==> src/logic/tdcm_defines.svh <==
`ifndef TDCM_DEFINES_SVH
`define TDCM_DEFINES_SVH

// Register addresses
`define TDCM_ADDR_CTRL3 8'h1A
`define TDCM_ADDR_CHAN_CFG 8'h1B
`define TDCM_ADDR_LOAD_CFG 8'h1C
`define TDCM_ADDR_INT_OFS 8'h21
`define TDCM_ADDR_EXT_OFS 8'h22

// Field positions
`define TDCM_BIT_RES_SEL 1
`define TDCM_BIT_INT_TRK 5
`define TDCM_BIT_EXT_TRK 6
`define TDCM_BIT_REF_SEL 4
`define TDCM_BIT_SW_LOAD 3
`define TDCM_SPAN_MSB 3

// Reset values
`define TDCM_RST_CTRL3 8'h00
`define TDCM_RST_CHAN_CFG 8'h00
`define TDCM_RST_LOAD_CFG 8'h00
`define TDCM_RST_OFS 8'hD8
`define TDCM_RST_CODE 10'h000
`define TDCM_RDATA_NONE 8'h00

// Code limits
`define TDCM_CODE_MAX10 10'h3FF
`define TDCM_CODE_MAX8 8'hFF
`define TDCM_CODE_ZERO 10'h000

`endif

==> src/logic/tdcm_pkg.sv <==
package tdcm_pkg;
  typedef logic [9:0] tdcm_code_type;
  typedef logic [9:0] tdcm_temp_type;
  typedef logic [7:0] tdcm_byte_type;
  typedef enum logic {TDCM_RES_8, TDCM_RES_10} tdcm_res_type;
endpackage

==> src/logic/tdcm_top.sv <==
`timescale 1ns/1ps
`include "tdcm_defines.svh"

module tdcm_top (
  // Clock, reset, enable
  input wire logic core_clk_i,
  input wire logic rstn_i,
  input wire logic ce_i,
  // Register port behind the serial interface
  input wire logic reg_wr_i,
  input wire logic reg_rd_i,
  input wire tdcm_pkg::tdcm_byte_type reg_addr_i,
  input wire tdcm_pkg::tdcm_byte_type reg_wdata_i,
  output tdcm_pkg::tdcm_byte_type reg_rdata_o,
  // Host converter codes
  input wire logic dac_a_we_i,
  input wire logic dac_b_we_i,
  input wire tdcm_pkg::tdcm_code_type dac_wdata_i,
  // Load pin, active low
  input wire logic output_load_strobe_n_i,
  // Measurements, quarter-degree two's complement
  input wire tdcm_pkg::tdcm_temp_type int_temp_i,
  input wire logic int_temp_valid_i,
  input wire tdcm_pkg::tdcm_temp_type ext_temp_i,
  input wire logic ext_temp_valid_i,
  // Converter controls
  output tdcm_pkg::tdcm_code_type dac_a_code_o,
  output tdcm_pkg::tdcm_code_type dac_b_code_o,
  output logic [3:0] span_double_o,
  output logic internal_reference_select_o,
  output logic tracking_resolution_select_o
);
  import tdcm_pkg::*;

  function automatic logic wr_hit(input tdcm_byte_type addr);
    wr_hit = ce_i && reg_wr_i && (reg_addr_i == addr);
  endfunction

  tdcm_byte_type ctrl3_reg;
  tdcm_byte_type chan_cfg_reg;
  tdcm_byte_type load_cfg_reg;
  tdcm_byte_type int_ofs_reg;
  tdcm_byte_type ext_ofs_reg;
  tdcm_code_type host_a_reg;
  tdcm_code_type host_b_reg;
  logic load_pin_reg;
  tdcm_code_type calc_a;
  tdcm_code_type calc_b;
  tdcm_res_type res_sel;
  logic trk_int;
  logic trk_ext;
  logic pin_fall;
  logic load_cmd;

  assign trk_int = ctrl3_reg[`TDCM_BIT_INT_TRK];
  assign trk_ext = ctrl3_reg[`TDCM_BIT_EXT_TRK];
  assign res_sel = ctrl3_reg[`TDCM_BIT_RES_SEL] ? TDCM_RES_10 : TDCM_RES_8;
  assign pin_fall = load_pin_reg && !output_load_strobe_n_i;
  // Software load is a self-clearing command, so it never reads back as set
  assign load_cmd = pin_fall || (wr_hit(`TDCM_ADDR_LOAD_CFG)
                    && reg_wdata_i[`TDCM_BIT_SW_LOAD]);

  //////////////////////////////////////////////////////////////////////////////
  // Configuration registers

  always_ff @(posedge core_clk_i or negedge rstn_i) begin
    if (!rstn_i) begin
      ctrl3_reg <= `TDCM_RST_CTRL3;
      chan_cfg_reg <= `TDCM_RST_CHAN_CFG;
      load_cfg_reg <= `TDCM_RST_LOAD_CFG;
    end else begin
      if (wr_hit(`TDCM_ADDR_CTRL3)) begin
        ctrl3_reg <= reg_wdata_i;
      end
      if (wr_hit(`TDCM_ADDR_CHAN_CFG)) begin
        chan_cfg_reg <= reg_wdata_i;
      end
      if (wr_hit(`TDCM_ADDR_LOAD_CFG)) begin
        load_cfg_reg <= reg_wdata_i & ~(8'h01 << `TDCM_BIT_SW_LOAD);
      end
    end
  end

  always_ff @(posedge core_clk_i or negedge rstn_i) begin
    if (!rstn_i) begin
      int_ofs_reg <= `TDCM_RST_OFS;
      ext_ofs_reg <= `TDCM_RST_OFS;
    end else begin
      if (wr_hit(`TDCM_ADDR_INT_OFS)) begin
        int_ofs_reg <= reg_wdata_i;
      end
      if (wr_hit(`TDCM_ADDR_EXT_OFS)) begin
        ext_ofs_reg <= reg_wdata_i;
      end
    end
  end

  always_ff @(posedge core_clk_i or negedge rstn_i) begin
    if (!rstn_i) begin
      reg_rdata_o <= `TDCM_RDATA_NONE;
    end else if (ce_i && reg_rd_i) begin
      case (reg_addr_i)
        `TDCM_ADDR_CTRL3: begin
          reg_rdata_o <= ctrl3_reg;
        end
        `TDCM_ADDR_CHAN_CFG: begin
          reg_rdata_o <= chan_cfg_reg;
        end
        `TDCM_ADDR_LOAD_CFG: begin
          reg_rdata_o <= load_cfg_reg;
        end
        `TDCM_ADDR_INT_OFS: begin
          reg_rdata_o <= int_ofs_reg;
        end
        `TDCM_ADDR_EXT_OFS: begin
          reg_rdata_o <= ext_ofs_reg;
        end
        default: begin
          reg_rdata_o <= `TDCM_RDATA_NONE;
        end
      endcase
    end
  end

  assign span_double_o = chan_cfg_reg[`TDCM_SPAN_MSB:0];
  assign internal_reference_select_o = load_cfg_reg[`TDCM_BIT_REF_SEL];
  assign tracking_resolution_select_o = ctrl3_reg[`TDCM_BIT_RES_SEL];

  //////////////////////////////////////////////////////////////////////////////
  // Host codes and load pin

  always_ff @(posedge core_clk_i or negedge rstn_i) begin
    if (!rstn_i) begin
      host_a_reg <= `TDCM_RST_CODE;
      host_b_reg <= `TDCM_RST_CODE;
      load_pin_reg <= 1'b1;
    end else if (ce_i) begin
      load_pin_reg <= output_load_strobe_n_i;
      if (dac_a_we_i) begin
        host_a_reg <= dac_wdata_i;
      end
      if (dac_b_we_i) begin
        host_b_reg <= dac_wdata_i;
      end
    end
  end

  //////////////////////////////////////////////////////////////////////////////
  // Temperature-to-code mapping

  tdcm_code_calc u_calc_a (
    .temp_i(int_temp_i),
    .offset_i(int_ofs_reg),
    .res_i(res_sel),
    .code_o(calc_a)
  );

  tdcm_code_calc u_calc_b (
    .temp_i(ext_temp_i),
    .offset_i(ext_ofs_reg),
    .res_i(res_sel),
    .code_o(calc_b)
  );

  // Tracking owns its channel; a load then leaves that channel alone
  always_ff @(posedge core_clk_i or negedge rstn_i) begin
    if (!rstn_i) begin
      dac_a_code_o <= `TDCM_RST_CODE;
    end else if (ce_i) begin
      if (trk_int) begin
        if (int_temp_valid_i) begin
          dac_a_code_o <= calc_a;
        end
      end else if (load_cmd) begin
        dac_a_code_o <= host_a_reg;
      end
    end
  end

  always_ff @(posedge core_clk_i or negedge rstn_i) begin
    if (!rstn_i) begin
      dac_b_code_o <= `TDCM_RST_CODE;
    end else if (ce_i) begin
      if (trk_ext) begin
        if (ext_temp_valid_i) begin
          dac_b_code_o <= calc_b;
        end
      end else if (load_cmd) begin
        dac_b_code_o <= host_b_reg;
      end
    end
  end

  //////////////////////////////////////////////////////////////////////////////
  // Checks

  a_track_int_reload: assert property (@(posedge core_clk_i) disable iff (!rstn_i)
    ce_i && trk_int && int_temp_valid_i |=> dac_a_code_o == $past(calc_a))
    else $error("channel A missed tracking reload");

  a_track_ext_reload: assert property (@(posedge core_clk_i) disable iff (!rstn_i)
    ce_i && trk_ext && ext_temp_valid_i |=> dac_b_code_o == $past(calc_b))
    else $error("channel B missed tracking reload");

  a_step_eight_bit: assert property (@(posedge core_clk_i) disable iff (!rstn_i)
    ce_i && trk_int && int_temp_valid_i && res_sel == TDCM_RES_8
    && int_temp_i == {int_ofs_reg + 8'h05, 2'b00} && !int_ofs_reg[7] && int_ofs_reg < 8'h70
    |=> dac_a_code_o == 10'h014)
    else $error("8-bit step not one per degree");

  a_res_default: assert property (@(posedge core_clk_i) disable iff (!rstn_i)
    $rose(rstn_i) |-> !tracking_resolution_select_o)
    else $error("resolution not 8-bit after reset");

  a_ref_select: assert property (@(posedge core_clk_i) disable iff (!rstn_i)
    wr_hit(`TDCM_ADDR_LOAD_CFG)
    |=> internal_reference_select_o == $past(reg_wdata_i[`TDCM_BIT_REF_SEL]))
    else $error("reference select not taken");

  a_span_bits: assert property (@(posedge core_clk_i) disable iff (!rstn_i)
    wr_hit(`TDCM_ADDR_CHAN_CFG) |=> span_double_o == $past(reg_wdata_i[`TDCM_SPAN_MSB:0]))
    else $error("span bits not taken");

  a_offset_read: assert property (@(posedge core_clk_i) disable iff (!rstn_i)
    wr_hit(`TDCM_ADDR_INT_OFS) ##1 !wr_hit(`TDCM_ADDR_INT_OFS)
    ##1 (ce_i && reg_rd_i && !reg_wr_i && reg_addr_i == `TDCM_ADDR_INT_OFS)
    |=> reg_rdata_o == $past(reg_wdata_i, 3))
    else $error("offset register lost data");

  a_below_zero: assert property (@(posedge core_clk_i) disable iff (!rstn_i)
    ce_i && trk_int && int_temp_valid_i
    && $signed(int_temp_i) < $signed({int_ofs_reg, 2'b00}) |=> dac_a_code_o == 10'h000)
    else $error("code wrapped below zero-code temperature");

  a_dead_band: assert property (@(posedge core_clk_i) disable iff (!rstn_i)
    ce_i && trk_int && int_temp_valid_i && int_ofs_reg == 8'hD8 && res_sel == TDCM_RES_8
    |=> dac_a_code_o <= 10'h29C)
    else $error("code entered dead band");

  a_hold_no_load: assert property (@(posedge core_clk_i) disable iff (!rstn_i)
    ce_i && !trk_int && !load_cmd |=> $stable(dac_a_code_o))
    else $error("host code reached output without load");

  c_pin_load: cover property (@(posedge core_clk_i) disable iff (!rstn_i)
    ce_i && pin_fall && !trk_int);
  c_track_10: cover property (@(posedge core_clk_i) disable iff (!rstn_i)
    ce_i && trk_ext && ext_temp_valid_i && res_sel == TDCM_RES_10);
  c_clamp_zero: cover property (@(posedge core_clk_i) disable iff (!rstn_i)
    ce_i && trk_int && int_temp_valid_i && calc_a == 10'h000);
endmodule

==> src/logic/tdcm_code_calc.sv <==
`timescale 1ns/1ps
`include "tdcm_defines.svh"

module tdcm_code_calc (
  // Measurement and settings
  input wire tdcm_pkg::tdcm_temp_type temp_i,
  input wire tdcm_pkg::tdcm_byte_type offset_i,
  input wire tdcm_pkg::tdcm_res_type res_i,
  // Resulting code; 8-bit codes left-justified on the 10-bit converter, 10-bit codes use all bits
  output tdcm_pkg::tdcm_code_type code_o
);
  import tdcm_pkg::*;

  logic [11:0] diff;
  logic [9:0] whole;

  // Temperature is in quarter degrees; offset is whole degrees, scaled to match
  assign diff = {{2{temp_i[9]}}, temp_i} - {{2{offset_i[7]}}, offset_i, 2'b00};
  assign whole = diff[11:2];

  always_comb begin
    code_o = `TDCM_CODE_ZERO;
    if (diff[11]) begin
      code_o = `TDCM_CODE_ZERO;
    end else if (res_i == TDCM_RES_10) begin
      // Saturating keeps the code in place at the top of the range
      code_o = (diff > {2'h0, `TDCM_CODE_MAX10}) ? `TDCM_CODE_MAX10 : diff[9:0];
    end else begin
      // One step per degree: 8-bit code sits in the upper bits of the converter
      code_o = (whole > {2'h0, `TDCM_CODE_MAX8}) ? {`TDCM_CODE_MAX8, 2'b00}
                                                 : {whole[7:0], 2'b00};
    end
  end
endmodule

==> config.mk <==
export PLATFORM = sky130hd
export DESIGN_NAME = tdcm_top
export DESIGN_NICKNAME = d
export VERILOG_FILES = /design/src/logic/tdcm_pkg.sv /design/src/logic/tdcm_top.sv /design/src/logic/tdcm_code_calc.sv
export VERILOG_INCLUDE_DIRS = /design/src /design/src/logic
export SDC_FILE = /design/constraint.sdc
export NUM_CORES = 1
export LEC_CHECK = 0
export BUFFER_PORTS_ARGS = -buffer_cell sky130_fd_sc_hd__buf_2
export CAP_MARGIN = 25
export CORE_AREA = 2 2 116 141
export DETAILED_ROUTE_END_ITERATION = 12
export DIE_AREA = 0 0 118 143
export SLEW_MARGIN = 10
export SYNTH_ARGS = -nofsm -noshare
export SYNTH_HDL_FRONTEND = slang
export SYNTH_SLANG_ARGS = --single-unit
==> constraint.sdc <==
create_clock -name core_clk_i -period 2.1 [get_ports core_clk_i]
set_clock_uncertainty 0.15 [all_clocks]
set_input_delay 0.42 -clock core_clk_i [delete_from_list [all_inputs] [get_ports core_clk_i]]
set_output_delay 0.42 -clock core_clk_i [all_outputs]
set_load 0.05 [all_outputs]
* After elaboration in Yosys (flattened, before gate mapping) *
Index checks and enable logic that the tools add are counted.
W data, S select, Z words.

word-level totals
  memory bits (read-only) = 0
  memories kept = 0
  bits in writable memories = 0
  bits in registers = 88
  logic and storage cells = 57
  latch bits = 0

operators by class
  div/mod/pow operators = 0
  add/sub/neg operators = 2
  equality and inequality tests = 7
  reduce and logical (&&, ||, !) cells = 17
  bitwise gates (word level) = 0
  shifts and indexed selects = 0
  magnitude comparators = 4
  multiplexer cells = 16
  multipliers = 0

operator list
  kind                    number
  $mux W10                14
  $pmux W8 S5             1
  $eq A8 B5 Y1 const B    3
  $gt A12 B10 Y1 const B  2
  $sub A10 B10 Y11        2
  $gt A10 B8 Y1 const B   2
  $eq A8 B6 Y1 const B    2
  $logic_and A1 B1 Y1     9
  $reduce_and A3 Y1       2
  $ne A2 B2 Y1 const B    2
  $reduce_and A2 Y1       2
  $reduce_bool A2 Y1      2
  $logic_not A1 Y1        1
  $logic_or A1 B1 Y1      1
  $mux W1                 1

* Depth between registers and ports, before layout *
  word-level depth = 7
  gate-level depth with buffers = 8
  gate-level depth less buffers = 8

* Cells and area by module *
From an unflattened synthesis, not the netlist that was laid out.

second synthesis, totals
  cell total of the unflattened synthesis = 443
  area, all modules = 5102.4 sq um

by module, submodules not included
  module          area each (sq um)  sequential area each (sq um)  instances  cells each
  tdcm_top        4126.5             2213.4                        1          307
  tdcm_code_calc  488.0              0.0                           2          68

* Worst setup path after synthesis *
No wires, ideal clock.

  path kind = register to register
  start point = register int_ofs_reg[7]
  end point = register dac_a_code_o[0]
  setup slack = -0.208 ns
  setup time = 0.126 ns
  stages on the path, launching flop included = 8
  path buffers = 0
  data arrival time = 2.032 ns
  cells stage by stage = dfstp_2 inv_1 ha_1 or3b_1 or3_1 o21a_4 a32oi_1 a21oi_1

between the ends
  cells in the longest elaborated chain, start to end = 7

ends and longest elaborated chain
  item                    RTL line              RTL
  from (decl)             tdcm_top.sv:42        tdcm_byte_type int_ofs_reg;
  from (signal assigned)  tdcm_top.sv:86        int_ofs_reg <= `TDCM_RST_OFS;
  from (signal assigned)  tdcm_top.sv:90        int_ofs_reg <= reg_wdata_i;
  $sub A10 B10 Y11 (*)    tdcm_code_calc.sv:18  assign diff = {{2{temp_i[9]}}, temp_i} - {{2{offset_i[7]}}, offset_i, 2'b00};
  $gt A12 B10 Y1          tdcm_code_calc.sv:27  code_o = (diff > {2'h0, `TDCM_CODE_MAX10}) ? `TDCM_CODE_MAX10 : diff[9:0];
  $mux W10                tdcm_code_calc.sv:27
  $mux W10                tdcm_code_calc.sv:25  end else if (res_i == TDCM_RES_10) begin
  $mux W10 (*)            tdcm_code_calc.sv:23  if (diff[11]) begin
  $mux W10 (*)            tdcm_top.sv:171       if (int_temp_valid_i) begin
  $mux W10 (*)            tdcm_top.sv:170       if (trk_int) begin
  to (signal assigned)    tdcm_top.sv:168       dac_a_code_o <= `TDCM_RST_CODE;
  to (signal assigned)    tdcm_top.sv:172       dac_a_code_o <= calc_a;
  to (signal assigned)    tdcm_top.sv:175       dac_a_code_o <= host_a_reg;
  to (decl)               tdcm_top.sv:27        output tdcm_pkg::tdcm_code_type dac_a_code_o,

Every way passes the cells marked *; elsewhere a longest branch is shown, timed or not. The select of a mux whose other input is x is not followed.
A chain may end at the register's enable or synchronous reset.

* Worst setup path after layout *
  start point = register int_ofs_reg[7]
  end point = register dac_a_code_o[1]

The elaborated chain is that of the path after synthesis.

==> summary.txt <==
Power and ir drop
  • Register share of total power: 41.0%
  • Leak pwr: 2.913 nW
  • Relative contribution of combinational cells to total power: 26.3%
  • Total power per unit cell area: 782.4 nW/um2
  • Relative contribution of the clock network to total power: 32.6%
  • Peak supply drop: 474.8 uV
  • Switching power: 0.001644 W
  • Cell-internal power: approximately 0.0033 W
  • Switching Fraction: 33.46%

Yosys
  • Most instantiated flip-flop cell in the synthesis netlist: dfrtp_1
  • Area leader, netlist: dfrtp_1
  • Gate count after technology mapping: approximately 450
  • Number of distinct library cell variants in the gate-level netlist after synthesis: 56
  • Share of synthesized registers carrying an async set or reset: 100.0%
  • Sequential area share after synthesis: ~47%
  • Number of flip-flops and latches in the synthesized netlist: 88
  • Nets in the synthesized netlist: 528
  • Number of warnings printed during yosys synthesis: 0
  • Number of flops mapped to enable cells by yosys: 0
  • Area of the mapped netlist: 4718 um2
  • Leading post-synthesis cells by cell area: dfrtp_1 (42%), mux2_2 (11%), dfstp_2 (5.0%)
  • Fraction of synthesized cell area taken by the top area cell type: 41.90%
  • Syn_area_per_cell: 10.44 um2

GRT
  • Largest net degree at the start of global routing: 35
  • Global-route usage over all layers: 16.63%
  • Global-route wire length before repair: 21850 um
  • Number of global-route vias before repair: 4138
  • Global-route congestion overflow total: 0
  • Number of antenna violations at the first check in global routing: 0

Die
  • Num rows: 50
  • Die footprint: 16870 um2
  • Die Width: 118 um
  • Area of the core: 15450 um2
  • Starting Density: 30.53%
  • Top Ports: 90
  • Die Height: between 100 and 150 um

Timing
  • Final setup violating endpoints: 14
  • Share of the clock period used by the worst path: 112.4%
  • Transition time at the pin with the least slew margin: 0.4417 ns
  • Final number of max-transition violations: 0
  • Number of endpoints with negative hold slack in the final report: 0
  • Final WS setup: -0.2608 ns
  • Max transition margin: 70.55%
  • Maximum clock frequency: 423.6 MHz
  • Final min period: ~2.4 ns
  • Post-route worst hold slack: 0.1641 ns
  • RSZ-0062 raised after global routing: true

Setup path
  • Chain of cells forming the critical path: inv_2, ha_4, or3b_4, or3_4, o21a_4, a32oi_1, a21oi_1
  • Critical Path AT: 2.43 ns
  • Worst R2R Path Depth: 7
  • Endpoint class of the critical path: register
  • Sort of element at the start of the critical path: register
  • WS Path Type: reg -> reg
  • Peak per-stage delay on the critical path: 0.52 ns
  • Required time worst endpoint: 2.17 ns
  • Slowest stage cell, crit path: dfstp_2
  • Reg2reg end: dac_a_code_o[1]$_DFFE_PN0P_
  • Source of the worst register-to-register timing path: int_ofs_reg[7]$_DFFE_PN1P_
  • Worst-path maximum fanout: 5
  • Worst-case register-to-register setup slack: -0.26 ns

Placed design
  • Port-buffer cells: ~90
  • GP Congestion: between 0.8 and 0.9
  • HPWL after detailed placement: 10430 um
  • Placed Cells incl. Taps: 779

Status
  • Run status: finished with violations
  • Failing checks: negative setup slack

Clock network
  • Skew-Pair Late Insertion Delay: 0.35 ns
  • CTS clk-pin slew, worst paths: 0.07 ns
  • Total number of H-tree levels: 3
  • Num CTS Buffers: 9
  • TritonCTS clock tree: built
  • Number of clock sinks seen by CTS: 88
  • Cell chosen for the clock root: clkbuf_16
  • Buffer levels on the longest clock path: 2

Hold path
  • Classification of the worst-slack hold path: in -> reg
  • Number of cells on the worst hold path: 2
  • Origin of the worst min-delay path: dac_wdata_i[0]
  • Hold EP: host_b_reg[0]$_DFFE_PN0P_

Drt
  • Final ANT Viol Nets: 0
  • Post-detailed-routing wire length: about 14000 um
  • Via count of the routed design: 3965
  • Iter 0 DRT Violations: approximately 220
  • DRC violation count after routing: 0
  • First-pass detailed-route iteration total: 4
  • Wirelength per Cell: 17.00 um
  • Detail-routed via count per cell: 4.938

Finish
  • Layout cells sized above 1: 41.51%
  • Layout overhead on the synthesized area: 33.07%
  • Number of nets in the layout: 666
  • Count of inserted antenna diode cells: 0
  • Final cell count without fillers: 803

Job
  • Maxcap violations: 0
## logic make-up after synthesis
group / Yosys count / synth area share (%)
adders and majority gates: 20 / 5.622
and+or+nand+nor: 131 / 14.27
AOI/OAI and AO/OA: 113 / 15.75
buffers and inverters: 42 / 4.004
xor gates and xnor gates: 4 / 0.7426
DFF: 88 / 46.91
muxes: 54 / 12.70
## worst max-delay path by stage
stage                                    start                          end  slack (ns)  depth (start not counted)
floorplan           int_ofs_reg[7]$_DFFE_PN1P_  dac_a_code_o[0]$_DFFE_PN0P_       -0.16                          7
global placement                 int_temp_i[2]  dac_a_code_o[2]$_DFFE_PN0P_       -0.21                          9
detailed placement               int_temp_i[2]  dac_a_code_o[2]$_DFFE_PN0P_       -0.31                          9
CTS                 int_ofs_reg[7]$_DFFE_PN1P_  dac_a_code_o[1]$_DFFE_PN0P_       -0.22                          7
global route        int_ofs_reg[7]$_DFFE_PN1P_  dac_a_code_o[1]$_DFFE_PN0P_       -0.31                          7
finish              int_ofs_reg[7]$_DFFE_PN1P_  dac_a_code_o[1]$_DFFE_PN0P_       -0.26                          7
## cells in the mapped netlist (all sizes together) (2+ instances only)
cell,number
nand4,8
a21oi,13
o211ai,3
o22ai,2
fa,2
nand3,2
and2,2
a31oi,14
mux2i,7
buf,15
o31a,5
a22o,6
nor2b,12
clkbuf,3
xnor2,3
and3,2
or3,3
o21ai,39
o21a,8
or2b,2
inv,23
a32oi,6
nor3b,4
ha,18
nand3b,3
nand2b,4
nor2,32
a22oi,7
dfstp,9
nand2,51
o31ai,2
mux2,47
dfrtp,79
nor4b,2
## power by group through the flow
stage	Clock [W]	Sequential [W]	Combinational, W
after floorplan	0	0.00240	0.000423
after global placement	0	0.00204	0.00122
after detailed placement	0	0.00205	0.00124
after CTS	0.00165	0.00202	0.00125
after global routing	0.00173	0.00204	0.00139
final	0.00160	0.00202	0.00129
## area by class of cell
cell class | instances | area [um2]
inverter | 24 | 90.09
tap | 208 | 260.3
sequential | 88 | 2213
fill | 1536 | 9174
clock inverter | 4 | 35.03
multi-input combinational | 323 | 2470
clock buffer | 12 | 266.5
timing repair buffer | 144 | 943.4
## repair_timing
item | in CTS | in global routing
gates resized for setup | 5 | 19
cloned | 0 | 2
buffers inserted | 3 | 2
endpoints found under the hold margin | 21 | 0
hold buffers | 1 | 0
endpoints found under the setup margin | 16 | 20
pin swaps | 3 | 18
## critical path, delay by kind of cell (launching register included)
family	cells	cell delay, ns
buf+inv	1	0.04
flops	1	0.52
simple gates	2	0.73
compound gates	3	0.54
fa+ha+maj	1	0.25
## stage by stage
stage | instance area [um2] | power (W) | utilization (%) | setup slack (ns) | TNS (ns)
final | 6279 | 0.004912 | 40.63 | -0.2608 | -1.916
after floorplan | 4735 | 0.002825 | - | -0.1550 | -0.7519
after global placement | 5767 | 0.003267 | 37.32 | -0.2124 | -4.433
after CTS | 6121 | 0.004918 | 39.61 | -0.2224 | -1.383
after detailed placement | 5767 | 0.003287 | 37.32 | -0.3140 | -5.361
after global routing | 6279 | 0.005159 | 40.63 | -0.3117 | -3.130
## placed cells by master (no fill, tap or decap), types with 3 or more instances in the layout
| cell type | n |
|---|---|
| o31a_1 | 5 |
| a31oi_1 | 14 |
| dfstp_2 | 9 |
| ha_4 | 6 |
| inv_1 | 21 |
| a22o_1 | 6 |
| buf_4 | 49 |
| xnor2_1 | 3 |
| o21ai_0 | 35 |
| nand4_1 | 8 |
| nor2_1 | 32 |
| clkbuf_16 | 10 |
| nand3b_1 | 3 |
| nor2b_1 | 9 |
| mux2i_1 | 7 |
| mux2_2 | 47 |
| o211ai_1 | 3 |
| ha_2 | 3 |
| o21ai_1 | 3 |
| nand2_1 | 50 |
| nand2b_1 | 4 |
| o21a_1 | 7 |
| clkbuf_8 | 3 |
| a32oi_1 | 6 |
| dfrtp_1 | 79 |
| buf_12 | 5 |
| clkinv_4 | 3 |
| buf_2 | 88 |
| a21oi_1 | 12 |
| nor3b_1 | 3 |
| ha_1 | 9 |
| a22oi_1 | 7 |
## per-layer routing
layer,global-route usage [%],vias up,wire length (um)
met2,27.66,118,6700
met5,0,-,0
li1,-,1909,-
met1,21.08,1921,5987
met3,4.353,17,731
met4,5.580,0,229
No activity file was read; power rests on OpenSTA's default activity.
